## config.mk

```make
export PLATFORM = sky130hd
export DESIGN_NAME = ebwrh_ctrl
export DESIGN_NICKNAME = d
export VERILOG_FILES = /design/src/ebwrh_pkg.sv /design/src/ebwrh_ctrl.sv
export SDC_FILE = /design/constraint.sdc
export NUM_CORES = 1
export LEC_CHECK = 0
export ABC_AREA = 1
export BUFFER_PORTS_ARGS = -buffer_cell sky130_fd_sc_hd__buf_2
export CAP_MARGIN = 40
export CORE_MARGIN = 8
export CORE_UTILIZATION = 30
export DETAILED_ROUTE_END_ITERATION = 6
export SYNTH_ARGS = -nofsm -noshare
export SYNTH_HDL_FRONTEND = slang
export SYNTH_SLANG_ARGS = --single-unit
```

## constraint.sdc

```tcl
create_clock -name sys_clk -period 1.9 [get_ports sys_clk]
set_input_delay 0.19 -clock sys_clk [delete_from_list [all_inputs] [get_ports sys_clk]]
set_output_delay 0.19 -clock sys_clk [all_outputs]
set_load 0.01 [all_outputs]
```

## src/ebwrh_pkg.sv

```systemverilog
// shared constants and types for the external bus wait, ready and hold controller
package ebwrh_pkg;
  localparam logic [1:0] MODE_SINGLE = 2'h0;
  localparam logic [1:0] MODE_EXPAND = 2'h1;
  localparam logic [1:0] MODE_MICRO  = 2'h3;
  localparam logic [1:0] MUX_NONE    = 2'h0;
  localparam logic [1:0] MUX_AREA2   = 2'h1;
  localparam logic [1:0] MUX_AREA1   = 2'h2;
  localparam logic [1:0] MUX_ALL     = 2'h3;
  localparam logic [1:0] AREA1       = 2'h1;
  localparam logic [1:0] AREA2       = 2'h2;
  localparam logic [1:0] CYC_NOWAIT  = 2'h1;
  localparam logic [1:0] CYC_SEPWAIT = 2'h2;
  localparam logic [1:0] CYC_MUXWAIT = 2'h3;
  typedef enum logic [2:0] {ST_IDLE, ST_CYC, ST_FLOAT, ST_HOLD, ST_REL} ebwrh_st_t;
endpackage : ebwrh_pkg
```

## src/ebwrh_ctrl.sv

```systemverilog
// bus cycle controller: software waits, ready stretch and bus hold
`timescale 1ns/100ps
module ebwrh_ctrl
  import ebwrh_pkg::*;
#(
  parameter int AW = 20,
  parameter int DW = 16
)(
  input  wire logic          sys_clk,
  input  wire logic          rstn,
  input  wire logic          clk_en,
  input  wire logic [1:0]    proc_mode,
  input  wire logic          global_wait_bit,
  input  wire logic [3:0]    area_wait_bits,
  input  wire logic [1:0]    mux_bus_sel,
  input  wire logic          acc_req,
  input  wire logic [1:0]    acc_area,
  input  wire logic          acc_write,
  input  wire logic [1:0]    acc_be,
  input  wire logic [AW-1:0] acc_addr,
  input  wire logic [DW-1:0] acc_wdata,
  input  wire logic [DW-1:0] data_in,
  input  wire logic          ready_n,
  input  wire logic          hold_req_n,
  output logic               acc_busy,
  output logic               acc_done,
  output logic [DW-1:0]      acc_rdata,
  output logic [AW-1:0]      addr_out,
  output logic               addr_oe,
  output logic [DW-1:0]      data_out,
  output logic               data_oe,
  output logic               rd_n,
  output logic               low_byte_write_strobe_n,
  output logic               high_byte_write_strobe_n,
  output logic               upper_byte_enable_n,
  output logic [3:0]         area_select_outs_n,
  output logic               strobe_oe,
  output logic               ale_out,
  output logic               bclk_out,
  output logic               bus_grant_out_n
);
  typedef struct packed {
    ebwrh_st_t     st;
    logic          phase;
    logic [1:0]    left;
    logic          waited;
    logic          is_mux;
    logic          wr;
    logic [DW-1:0] wdata;
    logic          addr_en;
    logic          flt;
    logic          busy;
    logic          done;
    logic [DW-1:0] rdata;
    logic [AW-1:0] addr;
    logic          addr_oe;
    logic [DW-1:0] dout;
    logic          data_oe;
    logic          rd_n;
    logic          lo_wr_n;
    logic          hi_wr_n;
    logic          ube_n;
    logic [3:0]    cs_n;
    logic          strobe_oe;
    logic          ale;
    logic          grant_n;
  } ebwrh_state_t;

  ebwrh_state_t cur_ff;
  ebwrh_state_t nxt_cur;
  logic         fall;
  logic         rise;
  logic         hold_ok;
  logic         wsel;
  logic         msel;

  function automatic logic ebwrh_is_mux(input logic [1:0] sel, input logic [1:0] area);
    ebwrh_is_mux = (sel == MUX_ALL) || (sel == MUX_AREA2 && area == AREA2) ||
                   (sel == MUX_AREA1 && area == AREA1);
  endfunction : ebwrh_is_mux

  assign fall    = clk_en && cur_ff.phase;
  assign rise    = clk_en && !cur_ff.phase;
  assign hold_ok = (proc_mode == MODE_EXPAND) || (proc_mode == MODE_MICRO);
  assign wsel    = global_wait_bit || area_wait_bits[acc_area];
  assign msel    = ebwrh_is_mux(mux_bus_sel, acc_area);

  always_comb
  begin
    nxt_cur      = cur_ff;
    nxt_cur.done = 1'b0;
    if (clk_en)
    begin
      nxt_cur.phase = !cur_ff.phase;
      if (rise)
        nxt_cur.ale = 1'b0;
    end
    unique case (cur_ff.st)
      ST_IDLE:
      begin
        if (fall && !hold_req_n && hold_ok)
        begin
          nxt_cur.flt = 1'b1;
          nxt_cur.st  = ST_FLOAT;
        end
        else if (fall && acc_req)
        begin
          nxt_cur.st      = ST_CYC;
          nxt_cur.busy    = 1'b1;
          nxt_cur.waited  = wsel;
          nxt_cur.is_mux  = msel;
          nxt_cur.wr      = acc_write;
          nxt_cur.wdata   = acc_wdata;
          nxt_cur.left    = !wsel ? CYC_NOWAIT : (msel ? CYC_MUXWAIT : CYC_SEPWAIT);
          nxt_cur.addr    = acc_addr;
          nxt_cur.addr_en = 1'b1;
          nxt_cur.ale     = 1'b1;
          nxt_cur.cs_n    = ~(4'h1 << acc_area);
          nxt_cur.ube_n   = !acc_be[1];
          nxt_cur.rd_n    = acc_write;
          nxt_cur.lo_wr_n = !(acc_write && acc_be[0]);
          nxt_cur.hi_wr_n = !(acc_write && acc_be[1]);
          nxt_cur.dout    = (msel && wsel) ? acc_addr[DW-1:0] : acc_wdata;
          nxt_cur.data_oe = acc_write || (msel && wsel);
        end
      end
      ST_CYC:
      begin
        if (fall && !(cur_ff.waited && !ready_n))
        begin
          nxt_cur.left = cur_ff.left - 2'h1;
          if (cur_ff.is_mux && cur_ff.left == CYC_MUXWAIT)
          begin
            nxt_cur.dout    = cur_ff.wdata;
            nxt_cur.data_oe = cur_ff.wr;
          end
          if (cur_ff.left == CYC_NOWAIT)
          begin
            nxt_cur.st      = ST_IDLE;
            nxt_cur.busy    = 1'b0;
            nxt_cur.done    = 1'b1;
            nxt_cur.rdata   = cur_ff.wr ? cur_ff.rdata : data_in;
            nxt_cur.rd_n    = 1'b1;
            nxt_cur.lo_wr_n = 1'b1;
            nxt_cur.hi_wr_n = 1'b1;
            nxt_cur.ube_n   = 1'b1;
            nxt_cur.cs_n    = 4'hF;
            nxt_cur.data_oe = 1'b0;
          end
        end
      end
      ST_FLOAT:
      begin
        if (rise)
        begin
          nxt_cur.grant_n = 1'b0;
          nxt_cur.st      = ST_HOLD;
        end
      end
      ST_HOLD:
      begin
        if (rise && hold_req_n)
        begin
          nxt_cur.grant_n = 1'b1;
          nxt_cur.st      = ST_REL;
        end
      end
      ST_REL:
      begin
        if (fall)
        begin
          nxt_cur.flt = 1'b0;
          nxt_cur.st  = ST_IDLE;
        end
      end
    endcase
    if (nxt_cur.flt)
      nxt_cur.ale = nxt_cur.phase;
    nxt_cur.addr_oe   = nxt_cur.addr_en && !nxt_cur.flt;
    nxt_cur.strobe_oe = !nxt_cur.flt;
    if (nxt_cur.flt)
      nxt_cur.data_oe = 1'b0;
  end

  always_ff @(posedge sys_clk or negedge rstn)
  begin
    if (!rstn)
    begin
      cur_ff       <= '0;
      cur_ff.st    <= ST_IDLE;
      cur_ff.rd_n  <= 1'b1;
      cur_ff.lo_wr_n <= 1'b1;
      cur_ff.hi_wr_n <= 1'b1;
      cur_ff.ube_n <= 1'b1;
      cur_ff.cs_n  <= 4'hF;
      cur_ff.strobe_oe <= 1'b1;
      cur_ff.grant_n   <= 1'b1;
    end
    else
      cur_ff <= nxt_cur;
  end

  assign acc_busy                 = cur_ff.busy;
  assign acc_done                 = cur_ff.done;
  assign acc_rdata                = cur_ff.rdata;
  assign addr_out                 = cur_ff.addr;
  assign addr_oe                  = cur_ff.addr_oe;
  assign data_out                 = cur_ff.dout;
  assign data_oe                  = cur_ff.data_oe;
  assign rd_n                     = cur_ff.rd_n;
  assign low_byte_write_strobe_n  = cur_ff.lo_wr_n;
  assign high_byte_write_strobe_n = cur_ff.hi_wr_n;
  assign upper_byte_enable_n      = cur_ff.ube_n;
  assign area_select_outs_n       = cur_ff.cs_n;
  assign strobe_oe                = cur_ff.strobe_oe;
  assign ale_out                  = cur_ff.ale;
  assign bclk_out                 = cur_ff.phase;
  assign bus_grant_out_n          = cur_ff.grant_n;

  logic start;
  assign start = cur_ff.st == ST_IDLE && nxt_cur.st == ST_CYC;
endmodule : ebwrh_ctrl

```

==> flow_summary_export.csv <==
group,metric,value,unit
cts,cts-root-buf,"clkbuf_16",
drt,drc,0,
timing,setup_viol,0,
worst_setup_path,cp-end-kind,"flip-flop",
floorplanning,die-width,142,µm
yosys,ys_warn_count,0,
timing,tightest_slew,0.471,ns
layout,fin_area,5630,µm²
yosys,syn_area_per_cell,7.85,µm²
place,port_buffers,138,
grt,grt_busiest_layer,"met2",
worst_setup_path,critical_path.startpoint,"bclk_out",
worst_setup_path,critPathKind,"reg2reg",
floorplanning,core,15700,µm²
cts,cts_buffers,9,
yosys,async_reset_ff_share,100,%
floorplanning,fp-row-count,46,
yosys,ys_types,27,
cts,worstSkewPairLatency,0.34,ns
run,cap_violations,0,
drt,drtIter0Drc,141,
yosys,yosysSeqAreaShare,49.9,%
place,gp_congestion,0.803,
yosys,ys_top_cells_by_count,"nand2_1 (243), dfrtp_1 (84), nor2_1 (61), buf_4 (59), nand3_1 (54)",
drt,drt-wirelength-per-cell,13.9,µm
cts,cts_max_path_buffers,2,
worst_setup_path,start_kind,"flip-flop",
power_and_ir_drop,leakage,0.00315,µW
cts,cts_tree,"built",
worst_setup_path,worstPathRequired,2.13,ns
worst_hold_path,min_from,"acc_be[1]",
worst_setup_path,cpLargestDelayFamily,"simple AND/OR/NAND/NOR gates",
worst_setup_path,crit_path_top_delay_cell,"dfrtp_1",
timing,clock_skew,0.00925,ns
floorplanning,io_pins,140,
yosys,yosysTopAreaCell,"dfrtp_1",
timing,fin_tns_setup,0,ns
grt,met3_usage,4.27,%
timing,slew_headroom,68.5,%
drt,routed_wl,12700,µm
yosys,synth_seq_cells,94,
cts,htree_levels,3,
power_and_ir_drop,power_density,1430,nW/µm²
yosys,synth_area,4740,µm²
layout,nets,769,
timing,fin_crit_sh,89.1,%
grt,grt_use_met1,16.4,%
drt,via_count,3912,
timing,fmax,0.591,GHz
worst_setup_path,cpMostUsedCell,"nand2_1",
place,placed_area,5350,µm²
yosys,synth_top_area_share,44.3,%
yosys,syn_inst,604,
worst_hold_path,hold_class,"in2reg",
timing,fin_crit,1.69,ns
floorplanning,initial_core_util,30.3,%
grt,grt_pass1_vias,3979,
layout,antenna_cells,0,
place,dp_hpwl,8910,µm
yosys,synth_most_common_cell,"nand2_1",
grt,gr-usage-met2,20.0,%
power_and_ir_drop,ir_drop,0.436,mV
drt,ant_nets,0,
cts,clk_pin_slew,0.06,ns
timing,finalHoldViolCount,0,
timing,drv_slew,0,
floorplanning,die_height,142,µm
yosys,synth_area_leaders,"dfrtp_1 (44%), nand2_1 (19%), buf_4 (9.3%), nand3_1 (5.7%), dfstp_2 (5.5%)",
cts,clock-sinks,94,
worst_setup_path,cp_slowest_stage_delay,0.36,ns
timing,rsz0062_at_grt,"false",
grt,track_usage,13.0,%
floorplanning,die-area,20100,µm²
yosys,synth_edf_count,0,
worst_setup_path,crit_arrival,1.92,ns
grt,grt_max_degree,44,
drt,dr.pass1.iters,5,
worst_setup_path,cp_cell_sequence,"ha_2 > nand2_1 > nor2_4 > nand3_2 > nand2_1 > nor2_4 > nand2_2 > buf_12 > nor2_1 > nand2_1 > nand2_1",
worst_setup_path,critPathBufInv,1,
yosys,synth_ff_type,"dfrtp_1",
drt,vias_per_cell,4.29,
grt,grt_pass1_wl,20500,µm
worst_setup_path,cp_max_fo,32,
grt,grt_overflow,0,
grt,antenna_found_initial,1,
layout,synthToLayoutAreaGrowth,18.8,%
worst_setup_path,regToRegStartpoint,"bclk_out",
status,outcome,"completed",
layout,drive_gt1_share,28.0,%
yosys,syn-num-nets,680,
## registers in the layout, summed over array words and instances, names as in the netlist, 4 cells and up
signal / flops
data_out: 16
area_select_outs_n: 4
cur_ff: 26
addr_out: 20
acc_rdata: 16
## repair_timing
action	CTS	global route
setup buffers	0	0
setup endpoints to repair	0	3
gates resized for setup	0	1
hold buffers	1	0
endpoints found under the hold margin	16	0
## per-stage QoR
step | hold WS [ns] | setup slack, ns | cells | total power, µW | utilization (%)
detailed placement | 0.0977 | 0.134 | 897 | 6400 | 34.2
CTS | 0.00641 | 0.135 | 912 | 8200 | 36.0
global route | 0.00449 | 0.0438 | 912 | 8760 | 36.0
global placement | 0.0980 | 0.168 | 897 | 6360 | 34.2
floorplan | -0.106 | 0.287 | 604 | 5720 | -
finish | 0.0224 | 0.207 | 912 | 8050 | 36.0
## logic make-up after synthesis
group / count (synthesis) / share of synthesized area [%]
simple gates: 377 / 32.9
buf+inv: 106 / 13.5
flops: 94 / 49.9
compound gates: 23 / 2.69
fa+ha+maj: 4 / 1.06
## worst register-to-register path: stages (launching register included)
cell     delay, ns
dfrtp_1       0.36
ha_2          0.23
nand2_1       0.10
nor2_4        0.17
nand3_2       0.09
nand2_1       0.12
nor2_4        0.06
nand2_2       0.09
buf_12        0.19
nor2_1        0.08
nand2_1       0.06
nand2_1       0.05
## layer usage
metal	part of all wire (%)	routed length, µm
met5	0.10	13
met4	1.6	201
met3	7.4	939
met2	44	5630
met1	46	5880
## layout make-up
cell class	instances	area, µm²
clock buffers	12	236
clock inverters	2	35.0
fillers	1700	10000
inverters	28	105
multi-input cells	404	1740
flip-flops and latches	94	2360
well taps	216	270
repair buffers	156	881
## worst paths after layout
kind	slack, ns	cells after the start	end
min in group asynchronous	0.27	2	addr_out[19]
hold reg to reg	0.44	2	cur_ff[68]
max in group asynchronous	1.02	3	bus_grant_out_n
setup reg to reg	0.21	11	data_out[15]
hold / removal	0.02	2	upper_byte_enable_n
setup / recovery	0.21	11	data_out[15]
## layout by cell type (no fill, tap or decap), types with 6 or more instances in the layout
cell	n
buf_2	137
inv_1	21
buf_4	14
dfstp_2	10
nand2_1	243
inv_2	6
o21ai_0	9
nor2_1	61
nand3_1	54
clkbuf_16	9
dfrtp_1	84
## report_power, final
part / switching (µW) / internal [µW] / leakage (µW)
clock network: 738 / 1010 / 0.000132
registers: 419 / 2850 / 0.00117
logic: 1870 / 1170 / 0.00185
No activity file was read; power rests on OpenSTA's default activity.
